### src/design/cfgsr_pkg.sv
// Constants shared by the configurable shift register design
package cfgsr_pkg;

    // ==========================================================
    // Sizes
    localparam int unsigned DEF_REGISTER_WIDTH = 8;
    localparam int unsigned ADDR_W             = 8;
    localparam int unsigned BUF_DEPTH          = 2;

    // ==========================================================
    // Register offsets (byte addresses)
    localparam logic [7:0] OFF_CONFIG       = 8'h00;
    localparam logic [7:0] OFF_ASYNC_CLEAR  = 8'h04;
    localparam logic [7:0] OFF_SYNC_CLEAR   = 8'h08;
    localparam logic [7:0] OFF_ASYNC_PRESET = 8'h0C;
    localparam logic [7:0] OFF_SYNC_PRESET  = 8'h10;
    localparam logic [7:0] OFF_STATE        = 8'h14;
    localparam logic [7:0] OFF_STATUS       = 8'h18;

    // ==========================================================
    // Field positions
    localparam int unsigned CFG_EDGE_BIT     = 0;
    localparam int unsigned CFG_DIR_BIT      = 1;
    localparam int unsigned CFG_LOAD_BIT     = 2;
    localparam int unsigned CFG_POL_BIT      = 3;
    localparam int unsigned STAT_OVERRUN_BIT = 0;
    localparam int unsigned STAT_FULL_BIT    = 1;

    // ==========================================================
    // Encodings and reset values
    localparam logic        EDGE_0_TO_1        = 1'b0;
    localparam logic        EDGE_1_TO_0        = 1'b1;
    localparam logic [3:0]  CONFIG_RST         = 4'hE;
    localparam logic [31:0] ASYNC_CLEAR_RST    = 32'h0000_0000;
    localparam logic [31:0] SYNC_CLEAR_RST     = 32'h0000_0000;
    localparam logic [31:0] ASYNC_PRESET_RST   = 32'hFFFF_FFFF;
    localparam logic [31:0] SYNC_PRESET_RST    = 32'hFFFF_FFFF;
    localparam logic [31:0] STARTUP_RST        = 32'h0000_0000;
    localparam logic [1:0]  RESP_OKAY          = 2'h0;
    localparam logic [1:0]  RESP_SLVERR        = 2'h2;

endpackage : cfgsr_pkg

### src/design/cfgsr_stream_if.sv
// Valid/ready word stream between the shift core and its buffer
`timescale 1ns/1ps
`default_nettype none

interface cfgsr_stream_if #(parameter int unsigned W = 8) ();
    logic         valid;
    logic         ready;
    logic [W-1:0] data;

    modport src (output valid, output data, input ready);
    modport snk (input valid, input data, output ready);
endinterface : cfgsr_stream_if

`default_nettype wire

### src/design/cfgsr_word_buffer.sv
// Two-entry buffer for register values, head slot drives the output
`timescale 1ns/1ps
`default_nettype none

module cfgsr_word_buffer #(
    parameter int unsigned W = 8
) (
    // Clock and reset
    input  wire logic     aclk,
    input  wire logic     aresetn,
    // Streams
    cfgsr_stream_if.snk   in_s,
    cfgsr_stream_if.src   out_s
);

    logic [W-1:0] slot_q [cfgsr_pkg::BUF_DEPTH];
    logic [cfgsr_pkg::BUF_DEPTH-1:0] full_q;

    wire push = in_s.valid && in_s.ready;
    wire pop  = out_s.valid && out_s.ready;

    assign in_s.ready  = !full_q[1];
    assign out_s.valid = full_q[0];
    assign out_s.data  = slot_q[0];

    // ==========================================================
    // Slot 0 is the head; slot 1 only fills while slot 0 is held
    always_ff @(posedge aclk)
    begin
        if (!aresetn)
        begin
            full_q    <= '0;
            slot_q[0] <= '0;
            slot_q[1] <= '0;
        end
        else if (push && pop)
        begin
            slot_q[0] <= full_q[1] ? slot_q[1] : in_s.data;
            slot_q[1] <= in_s.data;
        end
        else if (pop)
        begin
            slot_q[0] <= slot_q[1];
            full_q    <= {1'b0, full_q[1]};
        end
        else if (push)
        begin
            if (full_q[0])
                slot_q[1] <= in_s.data;
            else
                slot_q[0] <= in_s.data;
            full_q <= full_q[0] ? 2'h3 : 2'h1;
        end
    end
endmodule : cfgsr_word_buffer

`default_nettype wire

### src/design/cfgsr_top.sv
// Configurable shift register with AXI4-Lite control and value stream
`timescale 1ns/1ps
`default_nettype none

module cfgsr_top #(
    parameter int unsigned                  register_width = cfgsr_pkg::DEF_REGISTER_WIDTH,
    parameter logic [register_width-1:0]    startup_value  = register_width'(cfgsr_pkg::STARTUP_RST)
) (
    // Clock and reset
    input  wire logic                       aclk,
    input  wire logic                       aresetn,
    // AXI4-Lite write address
    input  wire logic                       awvalid,
    output var  logic                       awready,
    input  wire logic [cfgsr_pkg::ADDR_W-1:0] awaddr,
    input  wire logic [2:0]                 awprot,
    // AXI4-Lite write data and response
    input  wire logic                       wvalid,
    output var  logic                       wready,
    input  wire logic [31:0]                wdata,
    input  wire logic [3:0]                 wstrb,
    output var  logic                       bvalid,
    input  wire logic                       bready,
    output var  logic [1:0]                 bresp,
    // AXI4-Lite read
    input  wire logic                       arvalid,
    output var  logic                       arready,
    input  wire logic [cfgsr_pkg::ADDR_W-1:0] araddr,
    input  wire logic [2:0]                 arprot,
    output var  logic                       rvalid,
    input  wire logic                       rready,
    output var  logic [31:0]                rdata,
    output var  logic [1:0]                 rresp,
    // Shift controls
    input  wire logic                       shift_clk,
    input  wire logic                       shift_dir,
    input  wire logic                       load_shift,
    input  wire logic [register_width-1:0]  parallel_in,
    input  wire logic                       serial_fill_low,
    input  wire logic                       serial_fill_high,
    // Set and clear pins
    input  wire logic                       async_clear,
    input  wire logic                       async_preset,
    input  wire logic                       sync_clear,
    input  wire logic                       sync_preset,
    // Register outputs
    output var  logic [register_width-1:0]  q_out,
    output var  logic                       shift_out,
    // Value stream
    output var  logic                       word_valid,
    input  wire logic                       word_ready,
    output var  logic [register_width-1:0]  word_data
);

    localparam int unsigned W = register_width;

    // ==========================================================
    // Helpers
    function automatic logic is_active(input logic pin, input logic pol);
        return pin == pol;
    endfunction : is_active

    function automatic logic [31:0] apply_strb(input logic [31:0] old_v,
                                               input logic [31:0] new_v,
                                               input logic [3:0]  strb);
        logic [31:0] r;
        r = old_v;
        for (int i = 0; i < 4; i++)
            if (strb[i])
                r[8*i +: 8] = new_v[8*i +: 8];
        return r;
    endfunction : apply_strb

    // ==========================================================
    // Register state
    logic [3:0]   cfg_q;
    logic [W-1:0] async_clear_value_q;
    logic [W-1:0] sync_clear_value_q;
    logic [W-1:0] async_preset_value_q;
    logic [W-1:0] sync_preset_value_q;
    logic         overrun_q;

    // ==========================================================
    // AXI4-Lite slave state
    logic                          awready_q;
    logic                          wready_q;
    logic                          aw_held_q;
    logic                          w_held_q;
    logic [cfgsr_pkg::ADDR_W-1:0]  aw_addr_q;
    logic [31:0]                   w_data_q;
    logic [3:0]                    w_strb_q;
    logic                          bvalid_q;
    logic [1:0]                    bresp_q;
    logic                          arready_q;
    logic                          rvalid_q;
    logic [31:0]                   rdata_q;
    logic [1:0]                    rresp_q;

    wire aw_take  = awvalid && awready_q;
    wire w_take   = wvalid && wready_q;
    wire do_write = aw_held_q && w_held_q && !bvalid_q;
    wire aw_held_d = (aw_held_q || aw_take) && !do_write;
    wire w_held_d  = (w_held_q || w_take) && !do_write;
    wire ar_take  = arvalid && arready_q;
    wire rvalid_d = ar_take || (rvalid_q && !rready);

    // Write decode
    wire wr_cfg  = aw_addr_q == cfgsr_pkg::OFF_CONFIG;
    wire wr_acv  = aw_addr_q == cfgsr_pkg::OFF_ASYNC_CLEAR;
    wire wr_scv  = aw_addr_q == cfgsr_pkg::OFF_SYNC_CLEAR;
    wire wr_apv  = aw_addr_q == cfgsr_pkg::OFF_ASYNC_PRESET;
    wire wr_spv  = aw_addr_q == cfgsr_pkg::OFF_SYNC_PRESET;
    wire wr_st   = aw_addr_q == cfgsr_pkg::OFF_STATE;
    wire wr_stat = aw_addr_q == cfgsr_pkg::OFF_STATUS;
    wire wr_hit  = wr_cfg || wr_acv || wr_scv || wr_apv || wr_spv || wr_st || wr_stat;
    wire [31:0] cfg_wr = apply_strb(32'(cfg_q), w_data_q, w_strb_q);
    wire overrun_clr = do_write && wr_stat && w_strb_q[0] && w_data_q[cfgsr_pkg::STAT_OVERRUN_BIT];

    // ==========================================================
    // Shift core signals
    logic [W-1:0] q_q;
    logic         shift_out_q;
    logic         clk_prev_q;
    logic         armed_q;

    cfgsr_stream_if #(.W(W)) in_s ();
    cfgsr_stream_if #(.W(W)) out_s ();

    wire edge_fall  = cfg_q[cfgsr_pkg::CFG_EDGE_BIT] == cfgsr_pkg::EDGE_1_TO_0;
    wire setclr_pol = cfg_q[cfgsr_pkg::CFG_POL_BIT];
    wire clk_rise   = armed_q && !clk_prev_q && shift_clk;
    wire clk_fall   = armed_q && clk_prev_q && !shift_clk;
    wire shift_edge = edge_fall ? clk_fall : clk_rise;
    wire aclr_act   = is_active(async_clear, setclr_pol);
    wire apre_act   = is_active(async_preset, setclr_pol);
    wire sclr_act   = is_active(sync_clear, setclr_pol);
    wire spre_act   = is_active(sync_preset, setclr_pol);
    wire async_any  = aclr_act || apre_act;
    wire go_left    = shift_dir == cfg_q[cfgsr_pkg::CFG_DIR_BIT];
    wire do_load    = load_shift == cfg_q[cfgsr_pkg::CFG_LOAD_BIT];
    wire fire       = in_s.valid && in_s.ready;
    wire plain      = !sclr_act && !spre_act;
    wire do_shift   = fire && plain && !do_load;
    wire [W-1:0] left_v  = {q_q[W-2:0], serial_fill_low};
    wire [W-1:0] right_v = {serial_fill_high, q_q[W-1:1]};

    // Sync clear beats sync preset beats load or shift
    wire [W-1:0] edge_v = sclr_act ? sync_clear_value_q :
                          spre_act ? sync_preset_value_q :
                          do_load  ? parallel_in :
                          go_left  ? left_v : right_v;
    // Async clear beats async preset beats any clocked action
    wire [W-1:0] q_d = aclr_act ? async_clear_value_q :
                       apre_act ? async_preset_value_q :
                       fire     ? edge_v : q_q;
    wire shift_out_d = do_shift ? (go_left ? q_q[W-1] : q_q[0]) : shift_out_q;
    wire overrun_set = shift_edge && !async_any && !in_s.ready;

    assign in_s.valid  = shift_edge && !async_any;
    assign in_s.data   = edge_v;
    assign out_s.ready = word_ready;

    // Read decode
    wire rd_cfg  = araddr == cfgsr_pkg::OFF_CONFIG;
    wire rd_acv  = araddr == cfgsr_pkg::OFF_ASYNC_CLEAR;
    wire rd_scv  = araddr == cfgsr_pkg::OFF_SYNC_CLEAR;
    wire rd_apv  = araddr == cfgsr_pkg::OFF_ASYNC_PRESET;
    wire rd_spv  = araddr == cfgsr_pkg::OFF_SYNC_PRESET;
    wire rd_st   = araddr == cfgsr_pkg::OFF_STATE;
    wire rd_stat = araddr == cfgsr_pkg::OFF_STATUS;
    wire rd_hit  = rd_cfg || rd_acv || rd_scv || rd_apv || rd_spv || rd_st || rd_stat;
    wire [31:0] stat_word = 32'({!in_s.ready, overrun_q});
    wire [31:0] rd_word = rd_cfg  ? 32'(cfg_q) :
                          rd_acv  ? 32'(async_clear_value_q) :
                          rd_scv  ? 32'(sync_clear_value_q) :
                          rd_apv  ? 32'(async_preset_value_q) :
                          rd_spv  ? 32'(sync_preset_value_q) :
                          rd_st   ? 32'(q_q) :
                          rd_stat ? stat_word : 32'h0000_0000;

    cfgsr_word_buffer #(
        .W       (W)
    ) u_buffer (
        .aclk    (aclk),
        .aresetn (aresetn),
        .in_s    (in_s),
        .out_s   (out_s)
    );

    // ==========================================================
    // Write channel
    always_ff @(posedge aclk)
    begin
        if (!aresetn)
        begin
            awready_q <= 1'b0;
            wready_q  <= 1'b0;
            aw_held_q <= 1'b0;
            w_held_q  <= 1'b0;
            aw_addr_q <= '0;
            w_data_q  <= '0;
            w_strb_q  <= '0;
        end
        else
        begin
            awready_q <= !aw_held_d;
            wready_q  <= !w_held_d;
            aw_held_q <= aw_held_d;
            w_held_q  <= w_held_d;
            if (aw_take)
                aw_addr_q <= awaddr;
            if (w_take)
            begin
                w_data_q <= wdata;
                w_strb_q <= wstrb;
            end
        end
    end

    always_ff @(posedge aclk)
    begin
        if (!aresetn)
        begin
            bvalid_q <= 1'b0;
            bresp_q  <= cfgsr_pkg::RESP_OKAY;
        end
        else if (do_write)
        begin
            bvalid_q <= 1'b1;
            bresp_q  <= wr_hit ? cfgsr_pkg::RESP_OKAY : cfgsr_pkg::RESP_SLVERR;
        end
        else if (bready)
            bvalid_q <= 1'b0;
    end

    // ==========================================================
    // Configuration and value registers
    always_ff @(posedge aclk)
    begin
        if (!aresetn)
        begin
            cfg_q                <= cfgsr_pkg::CONFIG_RST;
            async_clear_value_q  <= W'(cfgsr_pkg::ASYNC_CLEAR_RST);
            sync_clear_value_q   <= W'(cfgsr_pkg::SYNC_CLEAR_RST);
            async_preset_value_q <= W'(cfgsr_pkg::ASYNC_PRESET_RST);
            sync_preset_value_q  <= W'(cfgsr_pkg::SYNC_PRESET_RST);
        end
        else if (do_write)
        begin
            if (wr_cfg)
                cfg_q <= cfg_wr[3:0];
            if (wr_acv)
                async_clear_value_q <= W'(apply_strb(32'(async_clear_value_q), w_data_q, w_strb_q));
            if (wr_scv)
                sync_clear_value_q <= W'(apply_strb(32'(sync_clear_value_q), w_data_q, w_strb_q));
            if (wr_apv)
                async_preset_value_q <= W'(apply_strb(32'(async_preset_value_q), w_data_q, w_strb_q));
            if (wr_spv)
                sync_preset_value_q <= W'(apply_strb(32'(sync_preset_value_q), w_data_q, w_strb_q));
        end
    end

    // Lost edge flag: a new loss wins over a clear in the same cycle
    always_ff @(posedge aclk)
    begin
        if (!aresetn)
            overrun_q <= 1'b0;
        else
            overrun_q <= overrun_set || (overrun_q && !overrun_clr);
    end

    // ==========================================================
    // Read channel
    always_ff @(posedge aclk)
    begin
        if (!aresetn)
        begin
            arready_q <= 1'b0;
            rvalid_q  <= 1'b0;
            rdata_q   <= '0;
            rresp_q   <= cfgsr_pkg::RESP_OKAY;
        end
        else
        begin
            arready_q <= !rvalid_d;
            rvalid_q  <= rvalid_d;
            if (ar_take)
            begin
                rdata_q <= rd_word;
                rresp_q <= rd_hit ? cfgsr_pkg::RESP_OKAY : cfgsr_pkg::RESP_SLVERR;
            end
        end
    end

    // ==========================================================
    // Shift register
    always_ff @(posedge aclk)
    begin
        if (!aresetn)
        begin
            q_q         <= startup_value;
            shift_out_q <= 1'b0;
            clk_prev_q  <= 1'b0;
            armed_q     <= 1'b0;
        end
        else
        begin
            q_q         <= q_d;
            shift_out_q <= shift_out_d;
            clk_prev_q  <= shift_clk;
            armed_q     <= 1'b1;
        end
    end

    // ==========================================================
    // Outputs
    assign awready    = awready_q;
    assign wready     = wready_q;
    assign bvalid     = bvalid_q;
    assign bresp      = bresp_q;
    assign arready    = arready_q;
    assign rvalid     = rvalid_q;
    assign rdata      = rdata_q;
    assign rresp      = rresp_q;
    assign q_out      = q_q;
    assign shift_out  = shift_out_q;
    assign word_valid = out_s.valid;
    assign word_data  = out_s.data;
endmodule : cfgsr_top

`default_nettype wire

### config.mk
export PLATFORM = sky130hd
export DESIGN_NAME = cfgsr_top
export DESIGN_NICKNAME = d
export VERILOG_FILES = /design/src/design/cfgsr_pkg.sv /design/src/design/cfgsr_stream_if.sv /design/src/design/cfgsr_word_buffer.sv /design/src/design/cfgsr_top.sv
export SDC_FILE = /design/constraint.sdc
export NUM_CORES = 1
export LEC_CHECK = 0
export ABC_AREA = 1
export BUFFER_PORTS_ARGS = -buffer_cell sky130_fd_sc_hd__buf_2
export CAP_MARGIN = 20
export CORE_MARGIN = 2
export CORE_UTILIZATION = 25
export CTS_CLUSTER_DIAMETER = 200
export DETAILED_ROUTE_END_ITERATION = 6
export PLACE_DENSITY = 0.46
export SYNTH_ARGS = -nofsm -noshare
export SYNTH_HDL_FRONTEND = slang
export SYNTH_SLANG_ARGS = --single-unit
### constraint.sdc
create_clock -name aclk -period 5.35 [get_ports aclk]
set_input_delay 0.535 -clock aclk [delete_from_list [all_inputs] [get_ports aclk]]
set_output_delay 0.535 -clock aclk [all_outputs]
set_load 0.03 [all_outputs]
==> summary.txt <==
CTS
  • CTS tree: done
  • Clock sinks: 100
  • Post-CTS Setup Inserts: 0
  • Hold Buf Count CTS: 0
  • Max Root-Sink Buffers: 2
  • Worst skew pair latency: about 360 ps
  • CTS Buf Count: 9
  • Clk pin slew, worst setup/hold paths: 70 ps
  • Root Buffer: clkbuf_16
  • PostCTS Resize Cnt: 0
  • H-tree Lvls: 3

STA
  • Final WS setup: around 2500 ps
  • Layout Skew: approximately 12 ps
  • Total negative slack: 0 ps
  • Post-layout min period: 2840 ps
  • Slew headroom: 27.5%
  • Unrepaired setup endpoints after global routing: no
  • Endpoints failing setup: 0
  • Final worst-path cycle share: a little over half
  • Final Slew Violations: 0
  • Measured slew at the worst slew-check pin: 1080 ps
  • Final hold violations: 0
  • Fmax: about 350 MHz

GRT
  • Global-route wire length before repair: roughly 24 mm
  • Antenna violations before repair: 0
  • Global Route Usage Sum: 13.8%
  • Largest net degree at the start of global routing: 63
  • Residual overflow from global routing: 0
  • Vias in the first global route: roughly 4400

Worst setup path
  • FF-to-FF Start: cfg_q[3]
  • Worst reg2reg endpoint: u_buffer.slot_q[0][1]
  • Crit path max-delay cell type: dfxtp_1
  • CP Launch Point: cfg_q[3]
  • Max incr delay on CP: ~670 ps
  • Crit path max-delay family: simple AND/OR/NAND/NOR gates
  • CP Capture Type: flip-flop
  • Arr. time, crit path: approximately 2800 ps
  • R2R setup slack: about 2500 ps
  • Critical Path End: u_buffer.slot_q[0][1]
  • CP Data Required Time: 5350 ps
  • Setup Crit Path Kind: reg -> reg
  • Critical path depth in cells: 11
  • CP Buf/Inv Count: 2
  • Crit path top cell by count: nand2_2
  • FF-to-FF path depth: 11
  • Crit path cell chain: xor2_4 > nand2_2 > nor2_2 > nand2_2 > inv_2 > ha_1 > nor2_1 > inv_1 > nor2_4 > nand2_4 > nand3_1
  • Critical-path maximum fanout: 17
  • Crit start category: flip-flop

Outcome
  • Outcome: finished, final reports clean

Synthesis
  • Post-synth ARST share: 0%
  • Prevailing post-synth register cell: dfxtp_1
  • Synth warn: 0
  • EDFF count, synth: 16
  • Count of different cell masters after synthesis: 36
  • Seq/Total Area, Yosys: slightly above 40%
  • Syn avg cell area: around 7.0 um2
  • Seq cells post-synth: 100
  • Cell area after synthesis: between 0.005 and 0.006 mm2
  • Post-Synthesis Cells: roughly 760

Route
  • DRC Markers: 0
  • DR vias/cell: about 4.3
  • Drt initial violations: 240
  • Routed len/inst: roughly 13 um
  • Final WL: ~15 mm
  • Antenna-violating nets left: 0
  • Vias: around 4700
  • Initial DRT Pass Iterations: 5

Finish
  • Nets: between 900 and 1000
  • Ant. Diodes: 0
  • Final non-filler cell total: about 1100
  • # fillers: 2371
  • P&R area growth vs syn: 16.2%
  • Share of layout cells above drive strength 1: 14.4%

Place
  • Cell count after placement: approximately 1100
  • Pre-CTS WS: between 2000 and 2500 ps
  • Port bufs: between 80 and 90
  • Hpwl dp: 11.6 mm
  • Routability cong.: ~0.88

Die
  • Die area: around 0.022 mm2
  • Die Ht: 149 um
  • Initial core utilization: around a quarter
  • Die X: approximately 150 um
  • Core area: 0.0209 mm2
  • Number of cell rows: between 50 and 60
  • IO Pins: 142

Pwr
  • Leakage: 3.12 nW
  • VDD IR max: roughly 140 uV
  • PD cells: 281 mW/mm2

Worst hold path
  • HP Class: in -> reg

Run
  • Max-Cap Viols: 0
[per-layer routing]
metal  wire length, um  vias to the layer above  global-route usage, %
met4               364                        0                   4.52
li1                  -                     2514                      -
met5                 0                        -                      0
met1              7000                     2091                   17.4
met2              7000                      104                   22.9
met3               590                       22                   3.67
[placed cells by master, fill, tap and decap left out, drive strengths merged]
cell type | synthesis | final
nand2 | 203 | 203
inv | 119 | 122
buf | 35 | 85
dfxtp | 84 | 84
o21ai | 81 | 81
nor2 | 61 | 61
a21oi | 49 | 49
nand3 | 37 | 37
conb | 1 | 26
o211ai | 19 | 19
edfxtp | 16 | 16
clkbuf | 15 | 10
a211oi | 8 | 8
nand4 | 7 | 7
a31oi | 4 | 4
or2 | 4 | 4
xor2 | 4 | 4
clkinv | 1 | 3
and2 | 2 | 2
ha | 2 | 2
nor3 | 2 | 2
o21bai | 1 | 1
and3 | 1 | 1
o22ai | 1 | 1
o2111ai | 1 | 1
bufinv | 0 | 1
[worst min-delay path by stage]
stage / endpoint / cells after the start / start
after global placement: rdata[4] / 2 / rdata[4]
final: clk_prev_q / 3 / shift_clk
after detailed placement: shift_out / 2 / shift_out
after CTS: clk_prev_q / 3 / shift_clk
after global routing: clk_prev_q / 3 / shift_clk
after floorplan: cfg_q[1] / 2 / w_data_q[1]
[cells by family (layout without fill, tap and decap cells)]
group / after synthesis / after routing / synth area share [%]
compound gates: 164 / 164 / 17.1
xor+xnor: 4 / 4 / 1.38
fa+ha+maj: 2 / 2 / 0.474
buf+inv: 170 / 221 / 14.5
flops: 100 / 100 / 41.0
other cells: 1 / 26 / 0.0711
simple gates: 317 / 317 / 25.5
[power breakdown]
part | leakage [nW] | internal, mW | switching, mW
Sequential | 0.851 | 0.792 | 0.0167
Clock | 0.149 | 0.368 | 0.309
Combinational | 2.12 | 0.0629 | 0.172
Total | 3.12 | 1.22 | 0.498
[worst register-to-register path, cell delays in order (launching register included)]
cell and delay, ps:
dfxtp_1 670, xor2_4 460, nand2_2 110, nor2_2 170, nand2_2 110, inv_2 80
ha_1 200, nor2_1 80, inv_1 120, nor2_4 60, nand2_4 120, nand3_1 310
[registers in the layout (all words and copies together) (netlist names), 2 cells and up]
signal and flops:
u_buffer.slot_q 16, async_clear_value_q 8, async_preset_value_q 8, aw_addr_q 8
q_out 8, rdata 8, sync_clear_value_q 8, sync_preset_value_q 8
w_data_q 8, cfg_q 4, u_buffer.full_q 2
[Yosys cell counts, types with 3 or more instances]
cell | n | share of area, %
nor2_2 | 3 | 0.36
edfxtp_1 | 16 | 9.1
clkbuf_1 | 15 | 1.1
buf_2 | 5 | 0.47
nand4_1 | 7 | 0.83
or2_2 | 3 | 0.36
a31oi_1 | 4 | 0.47
nand2_2 | 3 | 0.36
nand3_2 | 3 | 0.57
dfxtp_1 | 84 | 32
nor2_1 | 56 | 4.0
buf_4 | 28 | 4.0
a21oi_1 | 49 | 4.7
nand3_1 | 34 | 3.2
nand2_1 | 198 | 14
a211oi_1 | 8 | 1.1
inv_1 | 118 | 8.4
o211ai_1 | 19 | 2.7
o21ai_0 | 81 | 7.7
[layout make-up]
class	count	area, um2	share of cell area (%)
clock inverters	6	68.8	1.12
repair buffers	85	433	7.06
flip-flops and latches	100	2160	35.3
multi-input cells	513	2440	39.8
clock buffers	10	229	3.74
inverters	120	450	7.35
well taps	275	344	5.61
[per-stage QoR]
stage | instance area [um2] | util [%] | hold WS [ps] | power, mW
after floorplan | 5370 | - | 446 | 1.00
after global placement | 5820 | 27.9 | 452 | 1.06
after detailed placement | 5820 | 27.9 | 458 | 1.06
after CTS | 6120 | 29.3 | 388 | 1.74
after global routing | 6130 | 29.3 | 394 | 1.80
final | 6130 | 29.3 | 397 | 1.72
(Power assumes the default switching activity.)
